**config.mk**
```make
export PLATFORM = sky130hd
export DESIGN_NAME = memory_select
export DESIGN_NICKNAME = d
export VERILOG_FILES = /design/src/verilog/memsel_pkg.sv /design/src/verilog/select_timer.sv /design/src/verilog/memory_select.sv
export VERILOG_INCLUDE_DIRS = /design/src /design/src/verilog
export SDC_FILE = /design/constraint.sdc
export NUM_CORES = 1
export LEC_CHECK = 0
export CORE_MARGIN = 10
export CORE_UTILIZATION = 25
export DETAILED_ROUTE_END_ITERATION = 10
export DONT_BUFFER_PORTS = 1
export MAX_ROUTING_LAYER = met4
export PLACE_DENSITY = 0.41
export REMOVE_ABC_BUFFERS = 1
export SYNTH_ARGS = -nofsm -noshare
export SYNTH_HDL_FRONTEND = slang
export SYNTH_HIERARCHICAL = 1
export SYNTH_SLANG_ARGS = --single-unit
```
**constraint.sdc**
```tcl
create_clock -name sys_clk -period 5.4 [get_ports sys_clk]
set_input_delay 0 -clock sys_clk [delete_from_list [all_inputs] [get_ports sys_clk]]
set_output_delay 0 -clock sys_clk [all_outputs]
set_load 0.02 [all_outputs]
```
**src/verilog/memsel_defines.svh**
```systemverilog
// Summary of operation
// - low select top from 3-bit field: 000 64K to 111 512K ending 7FFFFh
// - low select drives address in address phase unless its disable bit is set
// - upper select omits address in address phase when its disable bit is set
// - strap low at reset release forces address drive, ignoring disable bits
// - pseudo-static support on low select only when bit 6 is set
// - ready bit 0 waits for external ready, 1 ignores it; wait states always
// - low select inserts 0 to 3 wait states from two-bit field
// - upper select resets active over F0000h-FFFFFh, ready needed, 3 waits
// - upper block always ends at FFFFFh; only its bottom is programmable
// - upper block bottom from field: 111 F0000h, 110 E0000h, 100 C0000h, 000 80000h
// - low select inactive after reset, activated by any write to its register
// - low register resets in full to 0000h, disable bit included
`ifndef MEMSEL_DEFINES_SVH
`define MEMSEL_DEFINES_SVH
`define UPPER_SEL_OFS      8'hA0
`define LOW_SEL_OFS        8'hA2
`define REFRESH_EN_OFS     8'hE4
`define UPPER_SEL_RESET    16'hF03B
`define LOW_SEL_RESET      16'h0000
`define BOUND_MSB          14
`define BOUND_LSB          12
`define ADDR_DIS_BIT       7
`define PSEUDO_EN_BIT      6
`define READY_MODE_BIT     2
`define WAIT_MSB           1
`define WAIT_LSB           0
`define REFRESH_EN_BIT     15
`endif

```
**src/verilog/memsel_pkg.sv**
```systemverilog
package memsel_pkg;
   typedef enum logic [2:0] {
      ST_IDLE = 3'h1,
      ST_WAIT = 3'h2,
      ST_RDY  = 3'h4
   } cycle_e;
   typedef logic [15:0] reg_t;
endpackage

```
**src/verilog/select_timer.sv**
```systemverilog
`timescale 1ns/1ps
`include "memsel_defines.svh"
module select_timer (
   input  wire logic       sys_clk,
   input  wire logic       rst,
   input  wire logic       start,
   input  wire logic [1:0] waits,
   input  wire logic       ignore_ready,
   input  wire logic       ext_ready,
   output logic            busy,
   output logic            done
);
   memsel_pkg::cycle_e state_q;
   memsel_pkg::cycle_e state_d;
   logic [1:0]         cnt_q;
   logic [1:0]         cnt_d;
   logic               done_d;

   always_comb begin
      state_d = state_q;
      cnt_d   = cnt_q;
      done_d  = 1'b0;
      unique case (state_q)
         memsel_pkg::ST_IDLE: begin
            if (start) begin
               cnt_d   = waits;
               state_d = memsel_pkg::ST_WAIT;
            end
         end
         memsel_pkg::ST_WAIT: begin
            if (cnt_q != 2'h0) begin
               cnt_d = cnt_q - 2'h1;
            end else begin
               state_d = memsel_pkg::ST_RDY;
            end
         end
         memsel_pkg::ST_RDY: begin
            if (ignore_ready || ext_ready) begin
               done_d  = 1'b1;
               state_d = memsel_pkg::ST_IDLE;
            end
         end
         default: begin
            state_d = memsel_pkg::ST_IDLE;
         end
      endcase
   end

   always_ff @(posedge sys_clk or posedge rst) begin
      if (rst) begin
         state_q <= memsel_pkg::ST_IDLE;
         cnt_q   <= 2'h0;
         done    <= 1'b0;
      end else begin
         state_q <= state_d;
         cnt_q   <= cnt_d;
         done    <= done_d;
      end
   end

   assign busy = (state_q != memsel_pkg::ST_IDLE);
endmodule

```
**src/verilog/memory_select.sv**
```systemverilog
`timescale 1ns/1ps
`include "memsel_defines.svh"
module memory_select (
   input  wire logic        sys_clk,
   input  wire logic        rst,
   input  wire logic [7:0]  reg_addr,
   input  wire logic [15:0] reg_wdata,
   input  wire logic        reg_wr,
   input  wire logic        reg_rd,
   output logic      [15:0] reg_rdata,
   input  wire logic        addr_en_strap_n,
   input  wire logic        cycle_start,
   input  wire logic        cycle_is_mem,
   input  wire logic [19:0] cycle_addr,
   input  wire logic        ext_ready,
   output logic             low_sel_n,
   output logic             upper_sel_n,
   output logic             addr_drive,
   output logic             cycle_done,
   output logic             pseudo_static_mode,
   output logic             midrange3_refresh_pin_n,
   input  wire logic        midrange3_sel_n,
   input  wire logic        refresh_req_n
);
   memsel_pkg::reg_t upper_memory_select_config_q;
   memsel_pkg::reg_t low_memory_select_config_q;
   memsel_pkg::reg_t refresh_enable_reg_q;
   logic             low_active_q;
   logic             force_addr_q;
   logic             rst_seen_q;

   function automatic logic [19:0] low_top(input logic [2:0] f);
      low_top = {1'b0, f, 16'hFFFF};
   endfunction

   function automatic logic [19:0] upper_bottom(input logic [2:0] f);
      upper_bottom = {1'b1, f, 16'h0000};
   endfunction

   wire wr_upper = reg_wr && (reg_addr == `UPPER_SEL_OFS);
   wire wr_low   = reg_wr && (reg_addr == `LOW_SEL_OFS);
   wire wr_rfsh  = reg_wr && (reg_addr == `REFRESH_EN_OFS);

   wire [2:0] low_top_field =
      low_memory_select_config_q[`BOUND_MSB:`BOUND_LSB];
   wire [2:0] upper_bottom_field =
      upper_memory_select_config_q[`BOUND_MSB:`BOUND_LSB];

   wire low_in_range   = cycle_addr <= low_top(low_top_field);
   wire upper_in_range = cycle_addr >= upper_bottom(upper_bottom_field);
   wire low_hit   = cycle_start && cycle_is_mem && low_active_q && low_in_range;
   wire upper_hit = cycle_start && cycle_is_mem && upper_in_range && !low_hit;
   wire any_hit   = low_hit || upper_hit;

   wire low_dis   = low_memory_select_config_q[`ADDR_DIS_BIT];
   wire upper_dis = upper_memory_select_config_q[`ADDR_DIS_BIT];
   wire addr_drive_d = force_addr_q ? 1'b1 :
                       low_hit ? !low_dis :
                       upper_hit ? !upper_dis : 1'b1;

   wire [1:0] waits_sel = low_hit ?
      low_memory_select_config_q[`WAIT_MSB:`WAIT_LSB] :
      upper_memory_select_config_q[`WAIT_MSB:`WAIT_LSB];
   wire ign_sel = low_hit ?
      low_memory_select_config_q[`READY_MODE_BIT] :
      upper_memory_select_config_q[`READY_MODE_BIT];

   logic [1:0] waits_q;
   logic       ign_q;
   logic       timer_busy;
   logic       timer_done;
   logic       start_q;

   select_timer u_timer (
      .sys_clk      (sys_clk),
      .rst          (rst),
      .start        (start_q),
      .waits        (waits_q),
      .ignore_ready (ign_q),
      .ext_ready    (ext_ready),
      .busy         (timer_busy),
      .done         (timer_done)
   );

   wire refresh_on = refresh_enable_reg_q[`REFRESH_EN_BIT];
   wire pin_d      = refresh_on ? refresh_req_n : midrange3_sel_n;
   wire accept     = any_hit && !timer_busy && !start_q;

   wire [15:0] rdata_d =
      (reg_addr == `UPPER_SEL_OFS)  ? upper_memory_select_config_q :
      (reg_addr == `LOW_SEL_OFS)    ? low_memory_select_config_q :
      (reg_addr == `REFRESH_EN_OFS) ? refresh_enable_reg_q : 16'h0000;

   always_ff @(posedge sys_clk or posedge rst) begin
      if (rst) begin
         upper_memory_select_config_q <= `UPPER_SEL_RESET;
         low_memory_select_config_q   <= `LOW_SEL_RESET;
         refresh_enable_reg_q         <= 16'h0000;
         low_active_q                 <= 1'b0;
      end else begin
         if (wr_upper) begin
            upper_memory_select_config_q <= reg_wdata;
         end
         if (wr_low) begin
            low_memory_select_config_q <= reg_wdata;
            low_active_q               <= 1'b1;
         end
         if (wr_rfsh) begin
            refresh_enable_reg_q <= reg_wdata;
         end
      end
   end

   always_ff @(posedge sys_clk or posedge rst) begin
      if (rst) begin
         rst_seen_q      <= 1'b0;
         force_addr_q    <= 1'b0;
      end else begin
         rst_seen_q <= 1'b1;
         if (!rst_seen_q) begin
            force_addr_q <= !addr_en_strap_n;
         end
      end
   end

   always_ff @(posedge sys_clk or posedge rst) begin
      if (rst) begin
         start_q     <= 1'b0;
         waits_q     <= 2'h0;
         ign_q       <= 1'b0;
      end else begin
         start_q <= accept;
         if (accept) begin
            waits_q     <= waits_sel;
            ign_q       <= ign_sel;
         end
      end
   end

   always_ff @(posedge sys_clk or posedge rst) begin
      if (rst) begin
         reg_rdata               <= 16'h0000;
         low_sel_n               <= 1'b1;
         upper_sel_n             <= 1'b1;
         addr_drive              <= 1'b1;
         cycle_done              <= 1'b0;
         pseudo_static_mode      <= 1'b0;
         midrange3_refresh_pin_n <= 1'b1;
      end else begin
         reg_rdata <= reg_rd ? rdata_d : 16'h0000;
         if (accept) begin
            low_sel_n   <= !low_hit;
            upper_sel_n <= !upper_hit;
            addr_drive  <= addr_drive_d;
         end else if (timer_done) begin
            low_sel_n   <= 1'b1;
            upper_sel_n <= 1'b1;
            addr_drive  <= 1'b1;
         end
         cycle_done <= timer_done;
         pseudo_static_mode <= low_active_q &&
                               low_memory_select_config_q[`PSEUDO_EN_BIT];
         midrange3_refresh_pin_n <= pin_d;
      end
   end
endmodule

```
Word-level counts from Yosys, hierarchy flattened --
Cells that the tools add are included. Widths: inputs -> output; s select.
Operators by class: $add $sub $neg 1, $lt $le $gt $ge 2, equality and inequality tests 11, mux-type cells 23, reduce and logical (&&, ||, !) cells 25
Operators with widths (count):
- $mux 16 | 4
- $eq 8x8->1 const B | 3
- $ge 20x20->1 | 1
- $le 20x19->1 | 1
- $logic_and 1x1->1 | 11
- $mux 1 | 11
- $mux 3 | 3
- $pmux 3 s3 | 1
- $logic_not 1->1 | 7
- $mux 2 | 3
- $reduce_and 3->1 | 2
- $reduce_bool 2->1 | 3
- $ne 2x1->1 const B | 2
- $ne 2x2->1 const B | 2
- $pmux 2 s2 | 1
- $eq 3x1->1 const B | 1
- $eq 3x2->1 const B | 1
- $eq 3x3->1 const B | 1
- $ne 3x1->1 const B | 1
- $logic_or 1x1->1 | 2
- $sub 2x1->2 const B | 1
Word-level totals: bits in registers 83

Depth between registers and ports, before layout --
Gate-level depths: netlist of the first run.
depth in word-level cells 9, mapped depth 8

By module --
The synthesis of the first run kept the hierarchy.
By module, submodules not included:
- memory_select | times used 1, cells an instance 241, area each 3368.2 um^2, seq. area each 1943.1 um^2
- select_timer | times used 1, cells an instance 34, area each 339.1 um^2, seq. area each 151.4 um^2

Worst setup path before layout of the first run --
OpenSTA, ideal clock, no wires.
path kind reg2reg, from register upper_memory_select_config_q[13], to register ign_q, setup time 156 ps, data arrival time 2014 ps, slack 3231 ps, cell stages (with the launch flop) 8, path buffers 0, period minus slack after synthesis 2169 ps, path through dfstp_2 inv_1 ha_1 nor2b_1 o21a_1 o21a_1 o31ai_1 o21ai_0
On the way: word-level cells in the longest chain between the ends 6
Ends and longest elaborated chain:
- start: declaration | RTL line memory_select.sv:25 | memsel_pkg::reg_t upper_memory_select_config_q;
- start signal: assignment | RTL line memory_select.sv:96 | upper_memory_select_config_q <= `UPPER_SEL_RESET;
- start signal: assignment | RTL line memory_select.sv:102 | upper_memory_select_config_q <= reg_wdata;
- $ge 20x20->1 | RTL line memory_select.sv:50 | wire upper_in_range = cycle_addr >= upper_bottom(upper_bottom_field);
- $logic_and 1x1->1 (2 in series) | RTL line memory_select.sv:52 | wire upper_hit = cycle_start && cycle_is_mem && upper_in_range && !low_hit;
- $logic_or 1x1->1 | RTL line memory_select.sv:53 | wire any_hit = low_hit || upper_hit;
- $logic_and 1x1->1 (2 in series) | RTL line memory_select.sv:87 | wire accept = any_hit && !timer_busy && !start_q;
- end signal: assignment | RTL line memory_select.sv:135 | ign_q <= ign_sel;
- end: declaration | RTL line memory_select.sv:69 | logic ign_q;
Every way passes these cells. A chain may end at the register's enable or synchronous reset.

Worst setup path after layout of the first run --
from register upper_memory_select_config_q[13], to register waits_q[0]
On the way: word-level cells in the longest chain between the ends 6
Ends and longest elaborated chain:
- $ge 20x20->1 | RTL line memory_select.sv:50
- $logic_and 1x1->1 (2 in series) | RTL line memory_select.sv:52
- $logic_or 1x1->1 | RTL line memory_select.sv:53
- $logic_and 1x1->1 (2 in series) | RTL line memory_select.sv:87
- end signal: assignment | RTL line memory_select.sv:134 | waits_q <= waits_sel;
- end: declaration | RTL line memory_select.sv:68 | logic [1:0] waits_q;
Every way passes these cells.

==> flow_summary.json, run 1 <==
{
  "p_sw_share_pct": 22.8,
  "end_kind": "register",
  "combPwrFrac_pct": 7.1,
  "met3_wirelength_um": 548,
  "drive_gt1_share_pct": 30.0,
  "cts-root-buf": "clkbuf_16",
  "cts_tree": "built",
  "p_leak_nw": 2.03,
  "rows": 44,
  "async_flop_share_pct": 100,
  "avgSynthCellArea_um2": 13.5,
  "ys_warn_count": 6,
  "clock_latency_ns": 0.34,
  "drtPass1Iterations": 6,
  "multi_input_area_um2": 1510,
  "die_w_um": 142,
  "layout.cells.non_filler": 497,
  "vdd_drop_max_uv": 183,
  "rrSetupSlack_ns": 2.92,
  "worst_path_max_delay_cell": "o31ai_1",
  "cpPeakStageDelay_ns": 0.79,
  "maxSlewHeadroom_pct": 34.2,
  "area_growth_pct": 21.2,
  "grt.overflow.total": 0,
  "hold_viol": 0,
  "dpl_cell_area_um2": 3920,
  "drt-initial-drc-count": 132,
  "path_depth": 7,
  "rsz0062_at_grt": "no",
  "num_vias": 2344,
  "wl_met1_um": 4420,
  "h-tree-depth": 3,
  "startpoint_type": "register",
  "cellPowerDensity_nw_per_um2": 322,
  "n_antenna_cell": 0,
  "coreArea_um2": 14500,
  "outcome": "completed",
  "hp-class": "in -> async",
  "die_area_um2": 20100,
  "grt_pass1_vias": 2680,
  "clkPwrFrac_pct": 45.5,
  "timing.fmax_mhz": 404,
  "seqCellArea_um2": 2090,
  "setup.worst_path.class": "reg -> reg",
  "setup_violations": 0,
  "cp_cell_sequence": "inv_1 -> ha_1 -> nor2b_1 -> o21a_1 -> o21a_1 -> o31ai_1 -> o21ai_0",
  "whs_ns": 0.0730,
  "yosys.area.top_type": "dfrtp_1",
  "synth-seq-cells": 83,
  "reg2reg_from": "upper_memory_select_config_q[13]",
  "grt_pass1_wl_um": 15100,
  "post-route-period-util_pct": 45.9,
  "synth.top_cell.area_share_pct": 46.6,
  "post_cts_buffers": 0,
  "grt_usage_pct": 10.1,
  "netlist_area_um2": 3710,
  "wl_per_cell_um": 19.1,
  "crit_path_max_fanout": 9,
  "hold_buffers": 26,
  "drv_cap": 0,
  "skew_ns": 0.00454,
  "cts.sinks": 83,
  "critPathArrivalTime_ns": 2.66,
  "required_ns": 5.58,
  "tns_ns": 0,
  "viasPerCell": 4.72,
  "crit_family": "compound AO/OA/AOI/OAI gates",
  "cpMostUsedCell": "o21a_1",
  "drcViolationCount": 0,
  "dr_wl_met2_um": 4420,
  "gp_congestion": 0.738,
  "fin_crit_ns": 2.48,
  "tightestPinTransition_ns": 0.987,
  "final_nets": 369,
  "ys_types": 44,
  "antenna_left": 0,
  "seq_power_share_pct": 47.5,
  "nFillCells": 1497,
  "design_area_um2": 4490,
  "r2r_cells": 7,
  "grt_max_degree": 75,
  "synth_area_leaders": "dfrtp_1 (47%), mux2_2 (12%), dfstp_2 (9.9%), a222oi_1 (4.3%), mux2_4 (4.0%)",
  "top_layer_used": "met4",
  "cp_num_buf_inv": 1,
  "synth_cells": 275,
  "start_util_pct": 25.5,
  "p_switching_uw": 330,
  "dp_cells": 455,
  "clk_pin_slew_ns": 0.06,
  "power.internal_mw": 1.12,
  "cts_inserted_buffers": 9,
  "port_buffers": 0,
  "hpwl_um": 6350,
  "r2r_end": "waits_q[0]",
  "pin_count": 76,
  "power.total_mw": 1.45,
  "crit_end": "waits_q[0]",
  "post_cts_resized": 0,
  "cts_buffer_depth": 2,
  "dieHeight_um": 142,
  "antenna_found_initial": 0,
  "synth_edf_count": 0,
  "synth_seq_area_share_pct": 56.5,
  "startpoint": "upper_memory_select_config_q[13]",
  "timing.final.max_slew_violations": 0,
  "dominantRegCellSynth": "dfrtp_1",
  "wirelength_um": 9470
}
[metal layers]
metal,global-route usage (%),up-vias
met2,14.9,69
met4,2.74,0
met3,3.84,6
met5,-,-
met1,12.7,1182
li1,-,1087
[cells in the final DEF, fill, tap and decap left out, types with 9 or more instances in the layout]
cell,n
mux2_2,39
clkbuf_16,9
dfrtp_1,69
a222oi_1,16
mux2_4,10
inv_1,15
nor2b_1,17
nand2_1,11
dfstp_2,14
dlygate4sd3_1,26
[Yosys cell counts (2+ instances only)]
cell type  number
a21o_1          2
a21oi_1         3
a222oi_1       16
and2_1          2
buf_2           3
buf_6           2
clkbuf_1        2
dfrtp_1        69
dfstp_2        14
ha_1            7
inv_1          16
mux2_2         39
mux2_4         10
mux2i_1         5
nand2_1        11
nand2_2         2
nand3_1         2
nand3b_1        2
nand4_1         4
nand4b_1        2
nor2_1          7
nor2b_1        17
nor3_1          5
nor4_1          3
nor4_4          2
nor4b_1         2
o21a_1          2
o21ai_0         7
or3b_1          2
[sequential cells by signal, summed over array words and instances (netlist names), 2 cells and up]
signal,count
waits_q,2
upper_memory_select_config_q,16
refresh_enable_reg_q,16
low_memory_select_config_q,16
u_timer/state_q,3
u_timer/cnt_q,2
reg_rdata,16
[how the worst min path moves through the flow]
stage	startpoint	end	slack, ns	cells after the start
floorplan	rst	u_timer/cnt_q[0]	-0.21	1
global placement	rst	cycle_done	-0.25	1
detailed placement	rst	cycle_done	-0.25	1
CTS	rst	u_timer/state_q[1]	0.07	2
global route	rst	u_timer/state_q[2]	0.09	2
finish	rst	u_timer/done	0.07	2
[metrics by stage]
stage | utilization, % | worst slack (ns)
2_1_floorplan | - | 3.23
3_3_place_gp | 26.9 | 3.00
3_5_place_dp | 26.9 | 2.92
4_1_cts | 30.9 | 2.89
5_1_grt | 30.9 | 2.73
6_report | 30.9 | 2.92
[final cells by class]
cell class                 count  area share (%)
sequential                    83            46.6
inverter                      16            1.36
tap                          184            5.12
multi-input combinational    169            33.5
timing repair buffer          29            6.29
clock buffer                   9            5.01
clock inverter                 7            2.06
[logic make-up (layout without fill, tap and decap cells)]
group / after synthesis / in the layout / synth area share, %
multiplexers: 54 / 54 / 17.2
adder cells (fa/ha/maj): 7 / 7 / 2.36
buffers and inverters: 23 / 61 / 2.83
other: 1 / 1 / 0.101
flip-flops: 83 / 83 / 56.5
AO/OA/AOI/OAI: 38 / 38 / 8.57
AND/OR/NAND/NOR: 69 / 69 / 12.4
[power groups by stage]
stage | clock [mW] | sequential, mW | combinational [mW]
after floorplan | 0 | 0.691 | 0.0659
after global placement | 0 | 0.698 | 0.0796
after detailed placement | 0 | 0.699 | 0.0805
after CTS | 0.683 | 0.688 | 0.105
after global routing | 0.716 | 0.692 | 0.117
final | 0.658 | 0.687 | 0.102
No activity file was read; power rests on OpenSTA's default activity.
==> run 2: changes to the inputs <==
--- a/config.mk
+++ b/config.mk
@@ -6,12 +6,13 @@
 export SDC_FILE = /design/constraint.sdc
 export NUM_CORES = 1
 export LEC_CHECK = 0
+export ABC_AREA = 1
 export CORE_MARGIN = 10
 export CORE_UTILIZATION = 25
 export DETAILED_ROUTE_END_ITERATION = 10
 export DONT_BUFFER_PORTS = 1
 export MAX_ROUTING_LAYER = met4
-export PLACE_DENSITY = 0.41
+export PLACE_DENSITY = 0.43
 export REMOVE_ABC_BUFFERS = 1
 export SYNTH_ARGS = -nofsm -noshare
 export SYNTH_HDL_FRONTEND = slang
==> constraint.sdc (replaced) <==
create_clock -name sys_clk -period 2.1 [get_ports sys_clk]
set_input_delay 0 -clock sys_clk [delete_from_list [all_inputs] [get_ports sys_clk]]
set_output_delay 0 -clock sys_clk [all_outputs]
set_load 0.02 [all_outputs]
==> flow_summary.json, run 2 <==
{
  "maxSlewHeadroom_pct": 44.1,
  "tightestPinTransition_ns": 0.835,
  "grt.overflow.total": 0,
  "clock_latency_ns": 0.34,
  "grt_pass1_vias": 2915,
  "cellPowerDensity_nw_per_um2": 842,
  "synth_cells": 452,
  "die_w_um": 144,
  "port_buffers": 0,
  "wl_per_cell_um": 14.9,
  "num_vias": 2893,
  "drt-initial-drc-count": 116,
  "fin_crit_ns": 1.83,
  "synthTopCellsByCount": "nand2_1 (140), dfrtp_1 (69), inv_1 (57)",
  "antenna_left": 0,
  "wirelength_um": 9930,
  "viasPerCell": 4.34,
  "final_nets": 535,
  "dp_cells": 629,
  "async_flop_share_pct": 100,
  "critPathArrivalTime_ns": 2.11,
  "whs_ns": 0.0471,
  "synth_edf_count": 0,
  "grt_usage_pct": 10.1,
  "cpPeakStageDelay_ns": 0.53,
  "crit_path_max_fanout": 8,
  "tns_ns": 0,
  "final_cell_mix": "nand2_1 (139), dfrtp_1 (69), inv_1 (56), o21ai_0 (43), nor2_1 (33)",
  "area_growth_pct": 18.4,
  "synth_seq_area_share_pct": 54.5,
  "rrSetupSlack_ns": 0.27,
  "worst_path_max_delay_cell": "dfstp_2",
  "cpMostUsedCell": "nand2_1",
  "vdd_drop_max_uv": 558,
  "hp-class": "in -> reg",
  "rows": 45,
  "start_util_pct": 25.4,
  "gp_congestion": 0.740,
  "timing.fmax_mhz": 547,
  "synth-seq-cells": 83,
  "cp_cell_sequence": "inv_1 -> ha_1 -> nand2_1 -> nor2_1 -> nand3_1 -> nand2_1 -> nand2_1 -> nand2_1 -> nand2_4 -> nand2_1 -> nor2_1 -> nor2_1",
  "ys_warn_count": 6,
  "pin_count": 76,
  "drtPass1Iterations": 4,
  "rsz0062_at_grt": "no",
  "cts_inserted_buffers": 9,
  "hpwl_um": 6720,
  "cts.sinks": 83,
  "drive_gt1_share_pct": 11.5,
  "hold_viol": 0,
  "grt_pass1_wl_um": 15600,
  "drcViolationCount": 0,
  "layout.cells.non_filler": 667,
  "post-route-period-util_pct": 87.1,
  "grt_max_degree": 52,
  "cts-root-buf": "clkbuf_16",
  "ys_types": 33,
  "pre_cts_ws_ns": 0.239,
  "netlist_area_um2": 3840,
  "yosys.area.top_type": "dfrtp_1",
  "drv_cap": 0,
  "p_leak_nw": 2.26,
  "timing.final.max_slew_violations": 0,
  "dieHeight_um": 144,
  "startpoint_type": "register",
  "skew_ns": 0.00532,
  "required_ns": 2.38,
  "cts_buffer_depth": 2,
  "synth_area_leaders": "dfrtp_1 (45%), nand2_1 (14%), dfstp_2 (9.6%), o21ai_0 (5.6%), inv_1 (5.6%)",
  "clk_pin_slew_ns": 0.06,
  "yosysMostFrequentCell": "nand2_1",
  "die_area_um2": 20700,
  "cts_tree": "built",
  "synth.top_cell.area_share_pct": 44.9,
  "outcome": "completed",
  "mostFrequentLayoutCell": "nand2_1",
  "coreArea_um2": 15100,
  "setup_violations": 0,
  "setup.worst_path.class": "reg -> reg",
  "dominantRegCellSynth": "dfrtp_1",
  "end_kind": "register",
  "h-tree-depth": 3,
  "n_antenna_cell": 0,
  "fin_ws_ns": 0.271,
  "avgSynthCellArea_um2": 8.51,
  "antenna_found_initial": 0
}
-- run 2: cell types whose count changed after synthesis, moves of 10 or more --
cell | previous run | this run
mux2_4 | 10 | 0
nor2_1 | 7 | 33
nand3_1 | 2 | 20
nand2_1 | 11 | 140
mux2_2 | 39 | 1
o211ai_1 | 0 | 14
a222oi_1 | 16 | 0
nor2b_1 | 17 | 0
inv_1 | 16 | 57
o21ai_0 | 7 | 43
-- run 2: report_power, final --
group | internal [mW] | total (mW) | leakage, nW | switching (mW)
Combinational | 0.174 | 0.454 | 1.04 | 0.280
Sequential | 1.73 | 1.83 | 1.09 | 0.0967
Clock | 0.922 | 1.55 | 0.129 | 0.630
-- run 2: what timing repair did --
| action | CTS | global route |
|---|---|---|
| endpoints found under the hold margin | 101 | 0 |
| resized for setup | 0 | 2 |
| endpoints found under the setup margin | 0 | 1 |
| hold buffers | 22 | 0 |
| setup buffers | 0 | 0 |
-- run 2: stage by stage --
step	total power, mW	area, µm²	utilization [%]
2_1_floorplan	2.17	3750	-
3_3_place_gp	2.26	4030	26.6
3_5_place_dp	2.27	4030	26.6
4_1_cts	3.89	4540	30.0
5_1_grt	4.06	4550	30.0
6_report	3.83	4550	30.0
-- run 2: final timing paths --
check,start,end,cells after the start
worst min-delay path,reg_addr[0],reg_rdata[12],5
max in group asynchronous,rst,upper_memory_select_config_q[13],3
worst min register to register,u_timer/done,cycle_done,0
worst max-delay path,upper_memory_select_config_q[14],addr_drive,12
worst max register to register,upper_memory_select_config_q[14],addr_drive,12
min in group asynchronous,rst,u_timer/state_q[2],2
-- run 2: final cells by class --
class | count | area (µm²)
fill | 1605 | 10600
sequential | 83 | 2090
multi-input combinational | 294 | 1440
timing repair buffer | 26 | 263
clock buffer | 12 | 236
tap | 188 | 235
inverter | 60 | 226
clock inverter | 4 | 52.6
-- run 2: kinds of logic after synthesis --
logic type | synth area share (%)
compound gates | 11.6
fa+ha+maj | 2.28
buf+inv | 8.20
flops | 54.5
mux | 0.293
other cells | 0.0975
simple gates | 23.1
-- run 2: metal layers --
layer  vias up  wire length, µm  global-route usage, %
li1       1466                -                      -
met1      1363             4450                   11.7
met2        53             4870                   16.6
met3        11              476                   3.05
met4         0              131                   3.06
met5         -                0                      -
-- run 2: worst max-delay path, delay by kind of cell, from the launching register on --
kind                       cells  cell delay (ns)
and+or+nand+nor               10             0.93
DFF                            1             0.53
adders and majority gates      1             0.27
buffers and inverters          1             0.05
==> run 3: changes to the inputs <==
--- a/config.mk
+++ b/config.mk
@@ -16,5 +16,4 @@
 export REMOVE_ABC_BUFFERS = 1
 export SYNTH_ARGS = -nofsm -noshare
 export SYNTH_HDL_FRONTEND = slang
-export SYNTH_HIERARCHICAL = 1
 export SYNTH_SLANG_ARGS = --single-unit
==> flow_summary.json, run 3 <==
{
  "cts-root-buf": "clkbuf_16",
  "end_kind": "register",
  "power.total_mw": 3.93,
  "drv_cap": 0,
  "drive_gt1_share_pct": 18.1,
  "rows": 45,
  "wirelength_um": 10500,
  "ys_types": 31,
  "required_ns": 2.37,
  "cpMostUsedCell": "nand2_1",
  "cts_inserted_buffers": 9,
  "yosys.area_share.simple_pct": 24.4,
  "cts_tree": "built",
  "fin_crit_ns": 1.84,
  "critPathArrivalTime_ns": 2.11,
  "crit_family": "simple AND/OR/NAND/NOR gates",
  "die_area_um2": 21200,
  "cts.sinks": 83,
  "area_growth_pct": 21.3,
  "drcViolationCount": 0,
  "grt_pass1_wl_um": 17200,
  "p_leak_nw": 2.30,
  "cp_num_buf_inv": 1,
  "ys_warn_count": 0,
  "pin_count": 76,
  "clk_pin_slew_ns": 0.06,
  "final_nets": 549,
  "wl_per_cell_um": 14.9,
  "yosys.area.top_type": "dfrtp_1",
  "cts_buffer_depth": 2,
  "antenna_found_initial": 0,
  "synth-seq-cells": 83,
  "rsz0062_at_grt": "no",
  "antenna_left": 0,
  "yosysMostFrequentCell": "nand2_1",
  "startpoint": "upper_memory_select_config_q[14]",
  "cellPowerDensity_nw_per_um2": 820,
  "startpoint_type": "register",
  "setup.worst_path.class": "reg -> reg",
  "drtPass1Iterations": 4,
  "synth.top_cell.area_share_pct": 43.7,
  "synth.mux.area_fraction_pct": 0.285,
  "drt-initial-drc-count": 179,
  "grt_pass1_vias": 3143,
  "port_buffers": 0,
  "hp-class": "in -> reg",
  "skew_ns": 0.00979,
  "h-tree-depth": 3,
  "avgSynthCellArea_um2": 8.66,
  "reg2reg_from": "upper_memory_select_config_q[14]",
  "synthTopCellsByCount": "nand2_1 (108), dfrtp_1 (69), inv_1 (58)",
  "viasPerCell": 4.31,
  "coreArea_um2": 15300,
  "dominantRegCellSynth": "dfrtp_1",
  "outcome": "completed",
  "crit_path_max_fanout": 5,
  "finalCoreUtilization_pct": 31.3,
  "final_cell_mix": "nand2_1 (105), dfrtp_1 (69), inv_1 (57), nand3_1 (40), o21ai_1 (36)",
  "hpwl_um": 7320,
  "n_antenna_cell": 0,
  "synth_area_leaders": "dfrtp_1 (44%), nand2_1 (10%), dfstp_2 (9.3%), inv_1 (5.5%), nand3_1 (5.1%)",
  "min_from": "cycle_addr[19]",
  "timing.fmax_mhz": 543,
  "num_vias": 3033,
  "cpPeakStageDelay_ns": 0.52,
  "timing.final.max_slew_violations": 0,
  "dieHeight_um": 146,
  "grt_usage_pct": 10.3,
  "hold_viol": 0,
  "tightestPinTransition_ns": 0.778,
  "synth_compound_area_share_pct": 12.1,
  "gp_congestion": 0.769,
  "cp_cell_sequence": "inv_1 -> ha_1 -> a21o_1 -> o21ai_0 -> nand2_1 -> nand2_1 -> nand2_1 -> nand2_2 -> nand2_2 -> nor2_1 -> nor2_1",
  "setup_violations": 0,
  "clock_latency_ns": 0.34,
  "async_flop_share_pct": 100,
  "synth_edf_count": 0,
  "synth-adder-area-share_pct": 2.22,
  "maxSlewHeadroom_pct": 48.0,
  "die_w_um": 146,
  "synth_cells": 456,
  "grt.overflow.total": 0,
  "start_util_pct": 25.8,
  "synthXorXnorAreaFrac_pct": 0,
  "grt_max_degree": 52,
  "synth_top_family_by_area": "simple AND/OR/NAND/NOR gates",
  "post-route-period-util_pct": 87.6,
  "synth_seq_area_share_pct": 53.0,
  "vdd_drop_max_uv": 403,
  "mostFrequentLayoutCell": "nand2_1",
  "worst_path_max_delay_cell": "dfstp_2",
  "netlist_area_um2": 3950
}
==> run 3: layout make-up <==
type	instances	area, µm²
Clock inverter	3	45.0
Clock buffer	13	270
Sequential cell	83	2090
Multi-Input combinational cell	298	1550
Tap cell	211	264
Inverter	61	230
Timing Repair Buffer	35	335
Fill cell	1624	10500
==> run 3: path summary, 6_finish.rpt <==
path                       slack, ns                              end  depth (start not counted)
setup reg to reg                0.26                        low_sel_n                         11
setup / recovery                0.26                        low_sel_n                         11
min in group asynchronous       0.18               u_timer.state_q[1]                          2
max in group asynchronous       1.20  upper_memory_select_config_q[1]                          3
hold / removal                  0.04                      upper_sel_n                          5
hold reg to reg                 0.38                       cycle_done                          0
==> run 3: cell families (layout without fill, tap and decap cells) <==
group / Yosys count / after routing
AOI/OAI and AO/OA: 79 / 79
adders and majority gates: 7 / 7
buffers and inverters: 75 / 112
DFF: 83 / 83
muxes: 1 / 1
other: 1 / 1
and+or+nand+nor: 210 / 210
==> run 3: worst register-to-register path, stage by stage (launching register included) <==
cell and delay [ns]:
dfstp_2 0.52, inv_1 0.05, ha_1 0.28, a21o_1 0.18, o21ai_0 0.14, nand2_1 0.10
nand2_1 0.09, nand2_1 0.06, nand2_2 0.11, nand2_2 0.07, nor2_1 0.11, nor2_1 0.05
==> run 3: repair_timing <==
item / CTS / global route
hold buffers: 24 / 0
endpoints found under the setup margin: 0 / 6
hold endpoints to repair: 101 / 0
resized for setup: 0 / 3
buffers inserted: 0 / 3
==> run 3: power breakdown <==
| part | total (mW) | internal, mW | switching, mW |
|---|---|---|---|
| sequential | 1.83 | 1.74 | 0.0925 |
| combinational | 0.442 | 0.165 | 0.277 |
| clock | 1.65 | 1.02 | 0.634 |
| total | 3.93 | 2.92 | 1.00 |
==> run 3: per-stage QoR <==
step | hold slack, ns | cells | setup WS, ns | cell area, µm² | setup TNS (ns)
2_1_floorplan | 0.104 | 442 | -0.0136 | 3870 | -0.940
3_3_place_gp | -0.0179 | 661 | 0.239 | 4210 | 0
3_5_place_dp | -0.0228 | 661 | 0.173 | 4210 | 0
4_1_cts | 0.0311 | 701 | 0.129 | 4760 | 0
5_1_grt | 0.0676 | 704 | 0.0611 | 4790 | 0
6_report | 0.0378 | 704 | 0.260 | 4790 | 0
==> run 3: routing by layer <==
layer	vias up	track usage (%)	wire, µm
li1	1528	-	-
met1	1444	13.0	5040
met2	59	15.9	4970
met3	2	2.83	436
met4	0	2.98	39
met5	-	-	0
